$ cat config.mk
export PLATFORM = sky130hd
export DESIGN_NAME = usb_flag_regs
export DESIGN_NICKNAME = d
export VERILOG_FILES = /design/src/rtl/usb_flag_regs_pkg.sv /design/src/rtl/usb_flag_regs.sv
export SDC_FILE = /design/constraint.sdc
export NUM_CORES = 1
export LEC_CHECK = 0
export BUFFER_PORTS_ARGS = -buffer_cell sky130_fd_sc_hd__buf_2
export CORE_MARGIN = 2
export CORE_UTILIZATION = 45
export CTS_CLUSTER_DIAMETER = 30
export CTS_CLUSTER_SIZE = 25
export DETAILED_ROUTE_END_ITERATION = 8
export PLACE_DENSITY = 0.62
export RECOVER_POWER = 100
export SKIP_CTS_REPAIR_TIMING = 1
export SYNTH_ARGS = -nofsm -noshare
export SYNTH_HDL_FRONTEND = slang
export SYNTH_SLANG_ARGS = --single-unit
$ cat constraint.sdc
create_clock -name MCLK_I -period 11.75 [get_ports MCLK_I]
set_input_delay 1.7625 -clock MCLK_I [delete_from_list [all_inputs] [get_ports MCLK_I]]
set_output_delay 1.7625 -clock MCLK_I [all_outputs]
set_load 0.02 [all_outputs]
$ cat src/rtl/usb_flag_regs_pkg.sv
// Constants and carrier types for the interface-engine flag register block
package usb_flag_regs_pkg;
  localparam logic [7:0] OFF_DEV_ADDR = 8'h08;
  localparam logic [7:0] OFF_OTG_CONTROL = 8'h10;
  localparam logic [7:0] OFF_OTG_STATUS = 8'h14;
  localparam logic [7:0] OFF_SERIAL_LINE_CONTROL = 8'h18;
  localparam logic [7:0] OFF_LINE_EVENT_FLAGS = 8'h1c;
  localparam logic [7:0] OFF_FLAG_STICKINESS = 8'h20;
  localparam logic [7:0] OFF_FLAG_PORT_MASKS = 8'h24;
  localparam logic [7:0] OFF_FRAME_COUNTER = 8'h28;
  localparam logic [7:0] OFF_LAST_PACKET_ID = 8'h2c;
  localparam logic [7:0] OFF_LAST_ENDPOINT = 8'h30;
  localparam logic [7:0] OFF_ENDPOINT_MARKING = 8'h34;
  localparam logic [7:0] OFF_OTG_STATUS_MASK = 8'h38;

  // Serial line control field positions
  localparam int SER_FSLS = 0;
  localparam int SER_TXEN_N = 1;
  localparam int SER_TXDATA = 2;
  localparam int SER_TXSE0 = 3;
  localparam int SER_RXDP = 4;
  localparam int SER_RXDM = 5;
  localparam int SER_RXRCV = 6;
  localparam logic [3:0] SER_RW_MASK = 4'hf;
  localparam logic [3:0] SER_RESET = 4'h2;

  // Line event flag positions
  localparam int FLG_RXERR = 0;
  localparam int FLG_RXACT = 1;
  localparam int FLG_CRC16 = 2;
  localparam int FLG_J = 3;
  localparam int FLG_K = 4;
  localparam int FLG_SE0 = 5;
  localparam int FLG_TOKEN = 6;
  localparam int NUM_FLAGS = 7;

  // Line state codes
  localparam logic [1:0] LS_SE0 = 2'h0;
  localparam logic [1:0] LS_J = 2'h1;
  localparam logic [1:0] LS_K = 2'h2;

  localparam logic [7:0] OTG_CTRL_MASK = 8'hdf;
  localparam logic [4:0] EP_MARK_BIT = 5'h10;
  localparam int EP_VALID_BIT = 4;

  typedef struct packed {
    logic bvalid;
    logic idgnd;
    logic hostdis;
    logic vbusvld;
    logic sessvld;
    logic sessend;
  } otg_sense_s;

  typedef struct packed {
    logic rxrcv;
    logic rxdm;
    logic rxdp;
    logic rxactive;
    logic rxerror;
    logic [1:0] linestate;
  } line_sense_s;

  typedef struct packed {
    logic extvbus_ind;
    logic extvbus_drv;
    logic chrgvbus;
    logic dischrgvbus;
    logic dmpulldown;
    logic dppulldown;
    logic idpullup;
    logic txse0;
    logic txdata;
    logic txenable_n;
    logic fslsserial;
  } xcvr_ctrl_s;
endpackage

$ cat src/rtl/usb_flag_regs.sv
// Register-controlled flag, on-the-go and serial line logic of the USB interface engine
//
// Summary of operation
// OTG control bits drive transceiver control outputs
// OTG status reads live synchronised session inputs
// Serial control reports receive levels read-only
// SE0 force, transmit data, serial mode bits
// Transmit enable bit resets one, active low
// Flag 6 on good token to our address
// Flags 5,4,3 on SE0, K, J linestate
// Flag 2 on data CRC16 failure
// Flags 1,0 follow rx active and error
// Non-sticky flags 6 and 2 clear when next packet starts
// Sticky flags hold until written one
// Non-sticky flags 5,4,3,1,0 simply track their source
// Four masks OR flags onto four ports
// Eleven bit frame counter, read-write, resets zero
// Capture last received packet identifier
// Capture last endpoint with valid bit
// Marked endpoints presented ORed with 0x10
// Only packets to device address pass on
// Reserved bits read zero, zero writes harmless
// Otg_status_mask register full read-write
`timescale 1ns/1ns
module usb_flag_regs
  import usb_flag_regs_pkg::*;
#(
  parameter int ADDR_W = 8,
  parameter int DEV_ADDR_W = 7,
  parameter int FRAME_W = 11
) (
  input wire logic MCLK_I,
  input wire logic RST_I,
  // Register port, one word per access
  input wire logic [ADDR_W-1:0] REG_ADDR_I,
  input wire logic REG_WR_I,
  input wire logic REG_RD_I,
  input wire logic [31:0] REG_WDATA_I,
  output logic [31:0] REG_RDATA_O,
  output logic REG_ACK_O,
  // Transceiver sense pins, asynchronous
  input wire logic UTMI_BVALID_I,
  input wire logic UTMI_IDGND_I,
  input wire logic UTMI_HOSTDIS_I,
  input wire logic UTMI_VBUSVLD_I,
  input wire logic UTMI_SESSVLD_I,
  input wire logic UTMI_SESSEND_I,
  input wire logic UTMI_RXRCV_I,
  input wire logic UTMI_RXDM_I,
  input wire logic UTMI_RXDP_I,
  input wire logic UTMI_RXACTIVE_I,
  input wire logic UTMI_RXERROR_I,
  input wire logic [1:0] UTMI_LINESTATE_I,
  // Packet decoder results, same clock
  input wire logic PKT_START_I,
  input wire logic PID_VALID_I,
  input wire logic [3:0] PID_I,
  input wire logic TOKEN_VALID_I,
  input wire logic TOKEN_CHECK_OK_I,
  input wire logic [DEV_ADDR_W-1:0] TOKEN_ADDR_I,
  input wire logic [3:0] TOKEN_EP_I,
  input wire logic [FRAME_W-1:0] SOF_FRAME_I,
  input wire logic SOF_VALID_I,
  input wire logic DATA_CRC16_FAIL_I,
  // Transceiver control
  output logic UTMI_IDPULLUP_O,
  output logic UTMI_DPPULLDOWN_O,
  output logic UTMI_DMPULLDOWN_O,
  output logic UTMI_DISCHRGVBUS_O,
  output logic UTMI_CHRGVBUS_O,
  output logic EXTERNAL_VBUS_DRIVE_O,
  output logic EXTERNAL_VBUS_INDICATOR_O,
  output logic UTMI_TXSE0_O,
  output logic UTMI_TXDATA_O,
  output logic UTMI_TXENABLE_N_O,
  output logic UTMI_FSLSSERIAL_O,
  // Flag ports and endpoint receive port
  output logic FLAG_PORT_N_O,
  output logic FLAG_PORT_O_O,
  output logic FLAG_PORT_P_O,
  output logic FLAG_PORT_Q_O,
  output logic [4:0] RX_EP_O,
  output logic RX_EP_VALID_O,
  output logic TOKEN_ACCEPT_O
);

  ////////////////////////////////////////////////////////////////////////////
  // State

  typedef struct packed {
    otg_sense_s otg_sync1;
    otg_sense_s otg_sync2;
    line_sense_s line_sync1;
    line_sense_s line_sync2;
    xcvr_ctrl_s ctrl;
    logic [DEV_ADDR_W-1:0] dev_addr;
    logic [NUM_FLAGS-1:0] flags;
    logic [NUM_FLAGS-1:0] sticky;
    logic [31:0] port_masks;
    logic [FRAME_W-1:0] frame;
    logic [3:0] last_pid;
    logic [3:0] last_ep;
    logic ep_valid;
    logic [15:0] ep_mark;
    logic [31:0] otg_status_mask;
    logic [3:0] port_out;
    logic [4:0] rx_ep;
    logic rx_ep_valid;
    logic token_accept;
    logic [31:0] rdata;
    logic ack;
  } state_s;

  state_s state_reg;
  state_s state_next;

  localparam state_s STATE_RESET = '{
    ctrl: '{txenable_n: SER_RESET[SER_TXEN_N], default: 1'b0},
    default: '0
  };

  function automatic logic mask_or(input logic [7:0] mask, input logic [NUM_FLAGS-1:0] f);
    mask_or = |(mask[NUM_FLAGS-1:0] & f);
  endfunction

  function automatic logic is_reg(input logic [ADDR_W-1:0] a, input logic [7:0] off);
    is_reg = (a == ADDR_W'(off));
  endfunction

  ////////////////////////////////////////////////////////////////////////////
  // Next state

  logic [NUM_FLAGS-1:0] flag_src;
  logic [NUM_FLAGS-1:0] flag_event;
  logic [NUM_FLAGS-1:0] flag_clear;
  logic token_ok;
  logic wr_flags;

  always_comb begin
    state_next = state_reg;
    flag_src = '0;
    flag_event = '0;
    flag_clear = '0;
    token_ok = 1'b0;
    wr_flags = 1'b0;

    // Two-stage synchronisers; only stage two is read below
    state_next.otg_sync1 = '{UTMI_BVALID_I, UTMI_IDGND_I, UTMI_HOSTDIS_I,
                             UTMI_VBUSVLD_I, UTMI_SESSVLD_I, UTMI_SESSEND_I};
    state_next.otg_sync2 = state_reg.otg_sync1;
    state_next.line_sync1 = '{UTMI_RXRCV_I, UTMI_RXDM_I, UTMI_RXDP_I,
                              UTMI_RXACTIVE_I, UTMI_RXERROR_I, UTMI_LINESTATE_I};
    state_next.line_sync2 = state_reg.line_sync1;

    // Token must pass checks and carry our address
    token_ok = TOKEN_VALID_I && TOKEN_CHECK_OK_I &&
               (TOKEN_ADDR_I == state_reg.dev_addr);
    state_next.token_accept = token_ok;

    // Event-style sources
    flag_event[FLG_TOKEN] = token_ok;
    flag_event[FLG_CRC16] = DATA_CRC16_FAIL_I;
    // Level-style sources
    flag_src[FLG_SE0] = (state_reg.line_sync2.linestate == LS_SE0);
    flag_src[FLG_K] = (state_reg.line_sync2.linestate == LS_K);
    flag_src[FLG_J] = (state_reg.line_sync2.linestate == LS_J);
    flag_src[FLG_RXACT] = state_reg.line_sync2.rxactive;
    flag_src[FLG_RXERR] = state_reg.line_sync2.rxerror;

    wr_flags = REG_WR_I && is_reg(REG_ADDR_I, OFF_LINE_EVENT_FLAGS);
    if (wr_flags) begin
      flag_clear = REG_WDATA_I[NUM_FLAGS-1:0];
    end

    for (int i = 0; i < NUM_FLAGS; i++) begin
      if (state_reg.sticky[i]) begin
        // Set beats a clear written in the same cycle
        if (flag_event[i] || flag_src[i]) begin
          state_next.flags[i] = 1'b1;
        end else if (flag_clear[i]) begin
          state_next.flags[i] = 1'b0;
        end
      end else if (i == FLG_TOKEN || i == FLG_CRC16) begin
        if (flag_event[i]) begin
          state_next.flags[i] = 1'b1;
        end else if (PKT_START_I || flag_clear[i]) begin
          state_next.flags[i] = 1'b0;
        end
      end else begin
        state_next.flags[i] = flag_src[i];
      end
    end

    // Captures from the packet decoder
    if (PID_VALID_I) begin
      state_next.last_pid = PID_I;
    end
    if (token_ok) begin
      state_next.last_ep = TOKEN_EP_I;
      state_next.ep_valid = 1'b1;
      state_next.rx_ep = {1'b0, TOKEN_EP_I} |
                         (state_reg.ep_mark[TOKEN_EP_I] ? EP_MARK_BIT : 5'h0_0);
    end
    state_next.rx_ep_valid = token_ok;
    if (SOF_VALID_I) begin
      state_next.frame = SOF_FRAME_I;
    end

    // Register writes; software wins over a same-cycle frame update
    if (REG_WR_I) begin
      unique case (1'b1)
        is_reg(REG_ADDR_I, OFF_DEV_ADDR): begin
          state_next.dev_addr = REG_WDATA_I[DEV_ADDR_W-1:0];
        end
        is_reg(REG_ADDR_I, OFF_OTG_CONTROL): begin
          state_next.ctrl.extvbus_ind = REG_WDATA_I[7];
          state_next.ctrl.extvbus_drv = REG_WDATA_I[6];
          state_next.ctrl.chrgvbus = REG_WDATA_I[4];
          state_next.ctrl.dischrgvbus = REG_WDATA_I[3];
          state_next.ctrl.dmpulldown = REG_WDATA_I[2];
          state_next.ctrl.dppulldown = REG_WDATA_I[1];
          state_next.ctrl.idpullup = REG_WDATA_I[0];
        end
        is_reg(REG_ADDR_I, OFF_SERIAL_LINE_CONTROL): begin
          state_next.ctrl.txse0 = REG_WDATA_I[SER_TXSE0];
          state_next.ctrl.txdata = REG_WDATA_I[SER_TXDATA];
          state_next.ctrl.txenable_n = REG_WDATA_I[SER_TXEN_N];
          state_next.ctrl.fslsserial = REG_WDATA_I[SER_FSLS];
        end
        is_reg(REG_ADDR_I, OFF_FLAG_STICKINESS): begin
          state_next.sticky = REG_WDATA_I[NUM_FLAGS-1:0];
        end
        is_reg(REG_ADDR_I, OFF_FLAG_PORT_MASKS): begin
          state_next.port_masks = REG_WDATA_I;
        end
        is_reg(REG_ADDR_I, OFF_FRAME_COUNTER): begin
          state_next.frame = REG_WDATA_I[FRAME_W-1:0];
        end
        is_reg(REG_ADDR_I, OFF_ENDPOINT_MARKING): begin
          state_next.ep_mark = REG_WDATA_I[15:0];
        end
        is_reg(REG_ADDR_I, OFF_OTG_STATUS_MASK): begin
          state_next.otg_status_mask = REG_WDATA_I;
        end
        default: begin
          // Read-only, unmapped or line event flags (cleared above): nothing stored here
        end
      endcase
    end

    // Ports see the flags as they will stand next cycle, so no extra lag
    state_next.port_out[0] = mask_or(state_next.port_masks[7:0], state_next.flags);
    state_next.port_out[1] = mask_or(state_next.port_masks[15:8], state_next.flags);
    state_next.port_out[2] = mask_or(state_next.port_masks[23:16], state_next.flags);
    state_next.port_out[3] = mask_or(state_next.port_masks[31:24], state_next.flags);

    // Read data, registered; unmapped reads return zero
    state_next.ack = REG_RD_I || REG_WR_I;
    state_next.rdata = '0;
    if (REG_RD_I) begin
      unique case (1'b1)
        is_reg(REG_ADDR_I, OFF_DEV_ADDR): begin
          state_next.rdata[DEV_ADDR_W-1:0] = state_reg.dev_addr;
        end
        is_reg(REG_ADDR_I, OFF_OTG_CONTROL): begin
          state_next.rdata[7:0] = {state_reg.ctrl.extvbus_ind, state_reg.ctrl.extvbus_drv,
                                   1'b0, state_reg.ctrl.chrgvbus,
                                   state_reg.ctrl.dischrgvbus, state_reg.ctrl.dmpulldown,
                                   state_reg.ctrl.dppulldown, state_reg.ctrl.idpullup}
                                  & OTG_CTRL_MASK;
        end
        is_reg(REG_ADDR_I, OFF_OTG_STATUS): begin
          state_next.rdata[5:0] = state_reg.otg_sync2;
        end
        is_reg(REG_ADDR_I, OFF_SERIAL_LINE_CONTROL): begin
          state_next.rdata[SER_RXRCV] = state_reg.line_sync2.rxrcv;
          state_next.rdata[SER_RXDM] = state_reg.line_sync2.rxdm;
          state_next.rdata[SER_RXDP] = state_reg.line_sync2.rxdp;
          state_next.rdata[3:0] = {state_reg.ctrl.txse0, state_reg.ctrl.txdata,
                                   state_reg.ctrl.txenable_n, state_reg.ctrl.fslsserial}
                                  & SER_RW_MASK;
        end
        is_reg(REG_ADDR_I, OFF_LINE_EVENT_FLAGS): begin
          state_next.rdata[NUM_FLAGS-1:0] = state_reg.flags;
        end
        is_reg(REG_ADDR_I, OFF_FLAG_STICKINESS): begin
          state_next.rdata[NUM_FLAGS-1:0] = state_reg.sticky;
        end
        is_reg(REG_ADDR_I, OFF_FLAG_PORT_MASKS): begin
          state_next.rdata = state_reg.port_masks;
        end
        is_reg(REG_ADDR_I, OFF_FRAME_COUNTER): begin
          state_next.rdata[FRAME_W-1:0] = state_reg.frame;
        end
        is_reg(REG_ADDR_I, OFF_LAST_PACKET_ID): begin
          state_next.rdata[3:0] = state_reg.last_pid;
        end
        is_reg(REG_ADDR_I, OFF_LAST_ENDPOINT): begin
          state_next.rdata[EP_VALID_BIT:0] = {state_reg.ep_valid, state_reg.last_ep};
        end
        is_reg(REG_ADDR_I, OFF_ENDPOINT_MARKING): begin
          state_next.rdata[15:0] = state_reg.ep_mark;
        end
        is_reg(REG_ADDR_I, OFF_OTG_STATUS_MASK): begin
          state_next.rdata = state_reg.otg_status_mask;
        end
        default: begin
          state_next.rdata = '0;
        end
      endcase
    end
  end

  ////////////////////////////////////////////////////////////////////////////
  // Registers

  always_ff @(posedge MCLK_I or posedge RST_I) begin
    if (RST_I) begin
      state_reg <= STATE_RESET;
    end else begin
      state_reg <= state_next;
    end
  end

  ////////////////////////////////////////////////////////////////////////////
  // Outputs, all straight from flops

  assign REG_RDATA_O = state_reg.rdata;
  assign REG_ACK_O = state_reg.ack;
  assign UTMI_IDPULLUP_O = state_reg.ctrl.idpullup;
  assign UTMI_DPPULLDOWN_O = state_reg.ctrl.dppulldown;
  assign UTMI_DMPULLDOWN_O = state_reg.ctrl.dmpulldown;
  assign UTMI_DISCHRGVBUS_O = state_reg.ctrl.dischrgvbus;
  assign UTMI_CHRGVBUS_O = state_reg.ctrl.chrgvbus;
  assign EXTERNAL_VBUS_DRIVE_O = state_reg.ctrl.extvbus_drv;
  assign EXTERNAL_VBUS_INDICATOR_O = state_reg.ctrl.extvbus_ind;
  assign UTMI_TXSE0_O = state_reg.ctrl.txse0;
  assign UTMI_TXDATA_O = state_reg.ctrl.txdata;
  assign UTMI_TXENABLE_N_O = state_reg.ctrl.txenable_n;
  assign UTMI_FSLSSERIAL_O = state_reg.ctrl.fslsserial;
  assign FLAG_PORT_N_O = state_reg.port_out[0];
  assign FLAG_PORT_O_O = state_reg.port_out[1];
  assign FLAG_PORT_P_O = state_reg.port_out[2];
  assign FLAG_PORT_Q_O = state_reg.port_out[3];
  assign RX_EP_O = state_reg.rx_ep;
  assign RX_EP_VALID_O = state_reg.rx_ep_valid;
  assign TOKEN_ACCEPT_O = state_reg.token_accept;

endmodule

Word level (Yosys, flattened, before mapping)

Index checks and enable logic that the tools add are counted.

Order comparisons: 1
Equal/unequal tests: 15
Multiplexer cells: 42
Bitwise gates (word level): 5
Reduce and logical (&&, ||, !) cells: 18

Operator list:

| operator                                                             | number |
|---|---|
| 8-bit by 6-bit == test with 1-bit output, second input constant      | 7 |
| 4-bit case mux with 12 select lines                                  | 1 |
| 42-bit two-way mux                                                   | 1 |
| 8-bit by 5-bit == test with 1-bit output, second input constant      | 4 |
| 32-bit two-way mux                                                   | 1 |
| 16-bit case mux with 2 select lines                                  | 1 |
| 31-bit two-way mux                                                   | 1 |
| 7-bit bitwise AND                                                    | 4 |
| 7-bit OR reduction                                                   | 4 |
| 1-bit two-way mux                                                    | 26 |
| 11-bit two-way mux                                                   | 2 |
| 1-bit case mux with 9 select lines                                   | 2 |
| 5-bit case mux with 3 select lines                                   | 1 |
| 2-bit AND reduction                                                  | 7 |
| 3-bit case mux with 4 select lines                                   | 1 |
| 1-bit case mux with 11 select lines                                  | 1 |
| 8-bit by 4-bit == test with 1-bit output, second input constant      | 1 |
| 7-bit == test                                                        | 1 |
| 7-bit two-way mux                                                    | 1 |
| 4-bit by 5-bit < comparator with 1-bit output, second input constant | 1 |
| 5-bit two-way mux                                                    | 1 |
| 4-bit by 5-bit bitwise OR with 5-bit output                          | 1 |
| 1-bit case mux with 5 select lines                                   | 1 |
| 1-bit binary-select mux with 4-bit select                            | 1 |
| other kinds (5)                                                      | 9 |

Flip-flop bits (word level): 201
Input bits: 89
Output and inout port bits: 55

Depth between registers and ports, before layout

Gate-level depths: netlist of run 1.

Depth in word-level cells: 9
Mapped depth: 9

Worst setup path after synthesis of run 1

OpenSTA, ideal clock, no wires.

Kind: in2reg
Start point: in REG_ADDR_I[0]
End point: reg state_reg (netlist bit FLAG_PORT_Q_O)
Library setup time: 141 ps
Arrival time: 3462 ps
Required time: 11609 ps
Setup slack: 8147 ps
Cell stages on the path: 8
Path buffers: 3
Path through: clkbuf_2 > or4b_1 > buf_2 > buf_6 > o31ai_2 > a22oi_1 > a2111oi_2 > nand4b_1

RTL lines:

| item                 | line                 | source |
|---|---|---|
| start, declared      | usb_flag_regs.sv:35  | `input wire logic [ADDR_W-1:0] REG_ADDR_I,` |
| end signal, assigned | usb_flag_regs.sv:321 | `state_reg <= state_next;` |
| end, declared        | usb_flag_regs.sv:114 | `state_s state_reg;` |

==> impl_metrics.py, run 1 <==
metrics = {
    "floorplan": {
        "ios": 144,
        "rows": 51,
        "die_h_um": 144,
        "dieArea_um2": 20900,
        "die_width_um": 144,
        "fp.coreArea_um2": 19400,
        "initial_core_util_pct": 45.8,
    },
    "timing": {
        "rsz0062_at_grt": "no",
        "relSlewSlack_pct": -239,
        "finClkSkew_ns": 0.0106,
        "worst_pin_slew_ns": 5.06,
        "period_share_pct": 67.6,
        "fin_setup_tns_ns": 0,
        "finalHoldWorstSlack_ns": 0.350,
        "min_period_ns": 7.94,
        "finalSetupViolations": 0,
        "setup_slack_ns": 3.81,
        "hold_viol_final": 0,
        "fmax_mhz": 126,
        "slew_violations": 195,
    },
    "place": {
        "dp_worst_setup_slack_ns": 6.58,
        "place.gp.congestion": 0.902,
        "place.port_buffers": 143,
        "dp_hpwl_um": 17800,
    },
    "setup_path": {
        "worstSetupPathType": "in2reg",
        "r2r_end": "FLAG_PORT_Q_O",
        "max_stage_delay_ns": 2.76,
        "cp-start-kind": "input port",
        "cp_max_fo": 25,
        "r2r_setup_slack_ns": 10.01,
        "cp.arrival_ns": 8.23,
        "crit_chain": "clkbuf_1 > nor4b_1 > nand3_1 > mux2_1 > a2111oi_0 > nand4b_1",
        "crit_slowest_cell": "nor4b_1",
        "r2r-start": "state_reg[146]",
        "reg2reg_depth": 4,
        "cp.required_ns": 12.04,
        "cp-end-kind": "register",
    },
    "grt": {
        "grt_pass1_wl_um": 38300,
        "grt_max_degree": 117,
        "grt_pass1_vias": 6500,
        "antenna_found_initial": 0,
        "grt.overflow.total": 0,
        "track_usage_pct": 25.0,
    },
    "drt": {
        "wl_met2_um": 11800,
        "wl_per_cell_um": 22.6,
        "vias": 6462,
        "firstDrtPassIters": 5,
        "wl_met1_um": 11000,
        "highest_layer": "met4",
        "drtIter0Drc": 509,
        "post-route-drc-count": 0,
        "ant_nets": 0,
        "drt-vias-per-instance": 5.83,
        "met3_length_um": 1630,
        "drt_wl_total_um": 25100,
    },
    "cts": {
        "clock_latency_ns": 0.44,
        "clk_pin_slew_ns": 0.07,
        "cts_num_sinks": 197,
        "cts_made_buffers": 17,
        "cts_tree": "built",
        "clock-root-buffer": "clkbuf_16",
        "clock_path_buffers": 2,
        "htreeDepth": 4,
    },
    "synthesis": {
        "synth-seq-cells": 197,
        "yosys_warnings": 0,
        "synthesis.instances": 741,
        "synth_ff_type": "dfrtp_1",
        "ys_seq_area_share_pct": 55.5,
        "synth.top_cells.by_count": "dfrtp_1 (196), mux2_2 (97), nand2_1 (60)",
        "avgSynthCellArea_um2": 12.0,
        "yosys-top-cells-area": "dfrtp_1 (55%), mux2_2 (12%), buf_4 (3.2%)",
        "yosysTopAreaCellShare_pct": 55.2,
        "synth-edff-count": 0,
        "ys_types": 60,
        "synth_area_um2": 8880,
        "yosysMostFrequentCell": "dfrtp_1",
        "synthArstFlopShare_pct": 100,
        "yosys.area.top_type": "dfrtp_1",
        "synth_fp_nets": 830,
    },
    "run_status": {
        "status": "finished with violations",
        "violations": "capacitance limit, slew limit",
    },
    "power_and_ir_drop": {
        "power.leakage_nw": 4.69,
        "p_total_mw": 1.44,
        "p_per_area_nw_per_um2": 144,
        "irDropWorstVdd_mv": 0.105,
    },
    "layout": {
        "nFillCells": 1781,
        "post-route-util_pct": 51.5,
        "layout-drive-gt1-share_pct": 26.9,
        "regArea_um2": 4930,
        "multi_input_area_um2": 3380,
        "syn_to_final_growth_pct": 12.4,
        "largest_reg_flops": 131,
        "nNetsFinal": 920,
        "antennaDiodeCount": 0,
    },
    "min_path": {
        "hold_class": "reg2reg",
        "whs_endpoint": "state_reg[193]",
        "hold-path-cell-count": 0,
        "min-delay-start": "state_next[193]",
    },
    "job": {
        "drv_cap": 4,
    },
}
stage by stage:
stage | instance area [um^2] | cells
after floorplan | 8880 | 741
after global placement | 9540 | 1077
after detailed placement | 9540 | 1077
after CTS | 10100 | 1109
after global routing | 9990 | 1109
final | 9990 | 1109
cell families (layout without fill, tap and decap cells):
kind of cell / count (synthesis) / after routing / share of synthesized area, %
xor+xnor: 8 / 8 / 0.789
simple gates: 178 / 178 / 9.90
buf+inv: 95 / 198 / 5.97
mux: 130 / 130 / 16.9
compound gates: 133 / 133 / 10.9
flops: 197 / 197 / 55.5
layer usage:
| layer | GRT usage [%] | up-vias |
|---|---|---|
| met1 | 34.4 | 3300 |
| met2 | 39.5 | 264 |
| met4 | 8.99 | 0 |
| met5 | 0 | - |
| li1 | - | 2850 |
| met3 | 5.07 | 48 |
how the worst max path moves through the flow:
stage,startpoint,to
6_report,REG_ADDR_I[3],FLAG_PORT_O_O
3_3_place_gp,REG_ADDR_I[2],FLAG_PORT_N_O
3_5_place_dp,REG_ADDR_I[2],FLAG_PORT_O_O
5_1_grt,REG_ADDR_I[3],FLAG_PORT_O_O
4_1_cts,REG_ADDR_I[2],FLAG_PORT_O_O
2_1_floorplan,RST_I,EXTERNAL_VBUS_DRIVE_O
placed cells by master, fill, tap and decap left out, types with 4 or more instances in the layout:
master | Yosys | final
a21oi_1 | 26 | 26
a222oi_1 | 8 | 8
a22oi_1 | 32 | 32
a31oi_1 | 9 | 9
a32oi_1 | 6 | 6
and3_1 | 4 | 4
buf_2 | 12 | 82
buf_4 | 38 | 6
clkbuf_1 | 22 | 67
clkbuf_16 | 0 | 17
dfrtp_1 | 196 | 196
inv_1 | 11 | 10
inv_6 | 0 | 6
mux2_1 | 0 | 7
mux2_2 | 97 | 90
mux2i_1 | 27 | 27
mux4_2 | 6 | 6
nand2_1 | 60 | 60
nand2b_1 | 5 | 5
nand3_1 | 12 | 13
nand4_1 | 15 | 15
nand4b_1 | 4 | 4
nor2_1 | 45 | 46
nor2b_1 | 5 | 5
nor3_1 | 7 | 7
o21ai_0 | 18 | 18
o31ai_1 | 9 | 10
or2_2 | 4 | 4
xnor2_1 | 7 | 7
critical path: cells and delay by family:
kind                   cells  cell delay (ns)
AND/OR/NAND/NOR            3             4.79
multiplexers               1             0.76
AO/OA/AOI/OAI              1             0.48
buffers and inverters      1             0.43
final cells by class:
cell class,count,share of cell area (%)
clock inverters,14,1.60
flip-flops and latches,197,49.4
inverters,12,0.464
multi-input cells,449,33.9
clock buffers,18,4.30
well taps,265,3.32
repair buffers,154,7.04
power by group:
part           leakage [nW]  switching (mW)  internal, mW
logic                  1.78          0.0745        0.0445
clock network         0.290           0.284         0.304
registers              2.62          0.0219         0.709
total                  4.69           0.381          1.06
No activity file was read; power rests on OpenSTA's default activity.
==> run 2: changes to the inputs <==
Settings changed: PLACE_DENSITY 0.62 to 0.64.
Clock period 11.75 ns to 6.96 ns, I/O delays scaled along.
==> run 2 against run 1 <==
  * The flow still finishes with violations (capacitance limit, slew limit)
  * Global-route usage is 1.3 points lower
  * Die area unchanged
  * Via count decreased by 2.6%
  * Count of clock-buffer cells in the layout up 2
  * Sequential power grew 68%
  * Register-to-register slack worse by 4.7 ns
  * Worst hold slack worse by 0.0014 ns
  * Sequential share of layout area about the same
  * Power grew 71%
  * Critical path depth is the same
  * Critical path type unchanged
  * Largest cell class unchanged
==> impl_metrics.py, run 2 (synthesis gave the netlist of run 1 again) <==
metrics = {
    "floorplan": {
        "rows": 51,
        "die_h_um": 144,
        "ios": 144,
        "die_width_um": 144,
        "dieArea_um2": 20900,
        "fp.coreArea_um2": 19400,
        "initial_core_util_pct": 45.8,
    },
    "setup_path": {
        "r2r_setup_slack_ns": 5.29,
        "r2r_end": "state_reg[93]",
        "worstSetupPathType": "in2reg",
        "cp-startpoint": "REG_ADDR_I[5]",
        "cp-start-kind": "input port",
        "r2r-start": "state_reg[161]",
        "reg2reg_depth": 5,
        "cp.arrival_ns": 5.53,
        "cp-end-kind": "register",
        "cp-endpoint": "FLAG_PORT_P_O",
        "cp.required_ns": 7.26,
        "cp_max_fo": 23,
    },
    "place": {
        "place.port_buffers": 143,
        "dp_worst_setup_slack_ns": 2.36,
        "place.gp.congestion": 0.923,
        "dp_hpwl_um": 16700,
        "place_area_um2": 9540,
    },
    "run_status": {
        "status": "finished with violations",
        "violations": "capacitance limit, slew limit",
    },
    "cts": {
        "clock_path_buffers": 2,
        "clk_pin_slew_ns": 0.08,
        "clock_latency_ns": 0.44,
        "htreeDepth": 4,
        "cts_made_buffers": 17,
        "cts_num_sinks": 197,
        "clock-root-buffer": "clkbuf_16",
        "cts_tree": "built",
    },
    "power_and_ir_drop": {
        "p_total_mw": 2.46,
        "irDropWorstVdd_mv": 0.189,
        "p_per_area_nw_per_um2": 246,
        "power.leakage_nw": 4.71,
    },
    "layout": {
        "nNetsFinal": 919,
        "final_common_cell": "dfrtp_1",
        "largest_reg_flops": 131,
        "layout-drive-gt1-share_pct": 26.1,
        "syn_to_final_growth_pct": 12.6,
        "antennaDiodeCount": 0,
        "final_area_um2": 10000,
        "final_cell_mix": "dfrtp_1 (196), mux2_2 (86), buf_2 (82), clkbuf_1 (68), nand2_1 (60)",
    },
    "timing": {
        "finalSetupViolations": 0,
        "finalHoldWorstSlack_ns": 0.349,
        "relSlewSlack_pct": -134,
        "fmax_mhz": 191,
        "hold_viol_final": 0,
        "finClkSkew_ns": 0.00794,
        "worst_pin_slew_ns": 3.51,
        "period_share_pct": 75.2,
        "slew_violations": 126,
        "fin_setup_tns_ns": 0,
        "min_period_ns": 5.23,
        "rsz0062_at_grt": "no",
        "setup_slack_ns": 1.73,
    },
    "drt": {
        "vias": 6294,
        "drt_wl_total_um": 24000,
        "wl_per_cell_um": 21.7,
        "firstDrtPassIters": 5,
        "drtIter0Drc": 503,
        "post-route-drc-count": 0,
        "ant_nets": 0,
        "drt-vias-per-instance": 5.68,
    },
    "grt": {
        "grt.met2_usage_pct": 37.5,
        "antenna_found_initial": 1,
        "grtUsageMet3_pct": 4.17,
        "grt_pass1_vias": 6267,
        "grt_pass1_wl_um": 36700,
        "top_usage_layer": "met2",
        "track_usage_pct": 23.7,
        "met1_usage_pct": 34.1,
        "grt.overflow.total": 0,
        "grt_max_degree": 134,
    },
    "min_path": {
        "hold_class": "reg2reg",
    },
    "job": {
        "drv_cap": 3,
    },
}
## run 2: cell types whose count changed in the layout (fill, tap and decap cells not counted), sizes merged
| cell | change |
|---|---|
| clkinvlp | -1 |
| inv | +1 |
| buf | -2 |
| clkbuf | +3 |
| clkinv | -3 |
| bufinv | +1 |
## run 2: layout make-up
cell class | instances | area, um^2
clock buffers | 20 | 457
clock inverters | 12 | 153
fillers | 1788 | 9400
inverters | 12 | 52.6
multi-input cells | 449 | 3380
flip-flops and latches | 197 | 4930
well taps | 265 | 332
repair buffers | 153 | 692
## run 2: worst max-delay path, stage by stage
cell,delay [ns]
clkbuf_1,0.84
nor2b_1,1.12
nand3_1,1.21
mux2_1,0.70
a2111oi_0,0.47
nand4b_1,0.14
## run 2: worst min path at each step
stage / slack [ns] / from / to / depth (start not counted)
final: 0.35 / state_next[193] / state_reg[193] / 0
after global routing: 0.36 / state_next[195] / state_reg[195] / 0
after CTS: 0.35 / state_next[193] / state_reg[193] / 0
after detailed placement: 0.33 / state_next[193] / state_reg[193] / 0
after global placement: 0.33 / state_next[192] / state_reg[192] / 0
after floorplan: 0.33 / state_next[178] / flag_src[0] / 0
## run 2: power by group
group	internal, mW	switching, mW	total (mW)
Sequential	1.20	0.0363	1.23
Clock	0.563	0.463	1.03
Combinational	0.0745	0.123	0.198
Total	1.83	0.623	2.46
## run 2: metal layers
layer / vias up / share of wire (%)
met4: 0 / 1.5
met2: 236 / 47
li1: 2836 / -
met3: 31 / 6.6
met5: - / 0
met1: 3191 / 45
## run 2: stage by stage
step                      instances  util [%]
final                          1108      51.5
after detailed placement       1076      49.2
after floorplan                 741         -
after global placement         1076      49.2
after CTS                      1108      52.3
after global routing           1108      51.5
==> run 3: changes to the inputs <==
Settings changed: PLACE_DENSITY 0.64 to 0.62.
Clock period 6.96 ns to 5 ns, I/O delays scaled along.
==> run 3 against run 2 <==
  * The flow still finishes with violations (capacitance limit, slew limit)
  * Count of clock-buffer cells in the layout is 2 higher
  * Cell count is 0.27% higher
  * Worst setup slack worse by 0.69 ns
  * Cell area is 0.54% lower
  * Critical path type unchanged
  * Clock skew is 0.0022 ns lower
  * Combinational power is 40% higher
  * Global-route usage is 1.0 points higher
  * Worst hold slack worse by 0.0032 ns
  * Core utilization is 0.28 points lower
  * Critical path depth stayed put
  * Clock power is 28% higher
==> impl_metrics.py, run 3 (synthesis gave the netlist of run 1 again) <==
metrics = {
    "power_and_ir_drop": {
        "seq_power_share_pct": 51.9,
        "p_int_mw": 2.48,
        "p_sw_uw": 837,
        "clkPwrFrac_pct": 39.7,
        "power.leakage_nw": 4.67,
        "switching_share_pct": 25.3,
        "p_comb_share_pct": 8.4,
        "irDropWorstVdd_mv": 0.233,
        "p_per_area_nw_per_um2": 333,
    },
    "place": {
        "dp_worst_setup_slack_ns": 1.55,
        "place.port_buffers": 143,
        "place.gp.congestion": 0.898,
        "dp_hpwl_um": 17500,
    },
    "grt": {
        "grt.overflow.total": 0,
        "antenna_found_initial": 0,
        "grt_pass1_vias": 6565,
        "grt_max_degree": 198,
        "grt_pass1_wl_um": 38100,
        "track_usage_pct": 24.8,
    },
    "run_status": {
        "violations": "capacitance limit, slew limit",
        "status": "finished with violations",
    },
    "cts": {
        "cts_made_buffers": 17,
        "clock_latency_ns": 0.44,
        "clock_path_buffers": 2,
        "clock-root-buffer": "clkbuf_16",
        "cts_tree": "built",
        "htreeDepth": 4,
        "cts_num_sinks": 197,
        "clk_pin_slew_ns": 0.07,
    },
    "drt": {
        "vias": 6402,
        "highest_layer": "met4",
        "ant_nets": 0,
        "drt-vias-per-instance": 5.76,
        "firstDrtPassIters": 6,
        "wl_met1_um": 11000,
        "drt_wl_total_um": 25200,
        "wl_per_cell_um": 22.7,
        "wl_met2_um": 12000,
        "post-route-drc-count": 0,
        "met3_length_um": 1650,
        "drtIter0Drc": 586,
    },
    "setup_path": {
        "cp-end-kind": "register",
        "worstSetupPathType": "in2reg",
        "r2r-start": "state_reg[159]",
        "cp.required_ns": 5.35,
        "cp-startpoint": "REG_ADDR_I[3]",
        "cp-endpoint": "REG_RDATA_O[22]",
        "cp-start-kind": "input port",
        "cp.arrival_ns": 4.31,
        "reg2reg_depth": 6,
        "cp_max_fo": 25,
        "r2r_setup_slack_ns": 3.32,
        "r2r_end": "FLAG_PORT_N_O",
    },
    "timing": {
        "min_period_ns": 3.96,
        "slew_violations": 222,
        "relSlewSlack_pct": -80.4,
        "fin_setup_tns_ns": 0,
        "worst_pin_slew_ns": 2.71,
        "period_share_pct": 79.2,
        "setup_slack_ns": 1.04,
        "finClkSkew_ns": 0.00574,
        "finalHoldWorstSlack_ns": 0.346,
        "hold_viol_final": 0,
        "finalSetupViolations": 0,
        "rsz0062_at_grt": "no",
        "fmax_mhz": 253,
    },
    "floorplan": {
        "fp.coreArea_um2": 19400,
        "ios": 144,
        "die_h_um": 144,
        "dieArea_um2": 20900,
        "die_width_um": 144,
        "initial_core_util_pct": 45.8,
        "rows": 51,
    },
    "job": {
        "drv_cap": 2,
    },
    "min_path": {
        "min-delay-start": "state_next[180]",
        "hold_class": "reg2reg",
    },
    "layout": {
        "nFillCells": 1797,
        "antennaDiodeCount": 0,
        "layout-drive-gt1-share_pct": 26.0,
        "largest_reg_flops": 131,
        "syn_to_final_growth_pct": 11.9,
        "post-route-util_pct": 51.3,
        "final_common_cell": "dfrtp_1",
        "final_cell_mix": "dfrtp_1 (196), mux2_2 (87), buf_2 (82), clkbuf_1 (71), nand2_1 (60)",
        "nNetsFinal": 922,
    },
}
==> run 3: how the worst min path moves through the flow <==
| stage | to | slack [ns] | cells after the start |
|---|---|---|---|
| after floorplan | flag_src[0] | 0.33 | 0 |
| after detailed placement | state_reg[180] | 0.33 | 0 |
| after global routing | state_reg[194] | 0.35 | 0 |
| after CTS | state_reg[180] | 0.35 | 0 |
| final | state_reg[180] | 0.35 | 0 |
| after global placement | flag_src[0] | 0.33 | 0 |
==> run 3: per-layer routing <==
metal | global-route usage (%) | vias to the layer above
met3 | 5.36 | 33
met4 | 7.56 | 0
met2 | 39.2 | 258
li1 | - | 2836
met1 | 34.3 | 3275
met5 | 0 | -
==> run 3: cell type report <==
type                    count  area, um^2  share of cell area [%]
clock buffers              22         454                    4.57
repair buffers            156         714                    7.19
inverters                  12        48.8                   0.491
clock inverters            10         100                    1.01
flip-flops and latches    197        4930                    49.6
well taps                 265         332                    3.34
multi-input cells         449        3360                    33.8
==> run 3: metrics by stage <==
step	instances	total power, mW	instance area (um^2)
6_report	1111	3.31	9940
3_3_place_gp	1079	2.03	9560
4_1_cts	1111	3.34	10100
5_1_grt	1111	3.44	9940
2_1_floorplan	741	1.90	8880
3_5_place_dp	1079	2.04	9560
==> run 3: worst max-delay path: stages <==
cell	delay, ns
clkbuf_1	0.45
or4b_1	0.96
nor2_1	1.03
clkbuf_1	0.76
a22oi_1	0.16
nor2_1	0.16
==> run 3: power by group through the flow <==
stage | Combinational, mW | Sequential (mW) | Clock (mW)
final | 0.278 | 1.72 | 1.32
after global routing | 0.305 | 1.72 | 1.41
after CTS | 0.292 | 1.72 | 1.33
after detailed placement | 0.291 | 1.75 | 0
after global placement | 0.283 | 1.74 | 0
after floorplan | 0.167 | 1.74 | 0
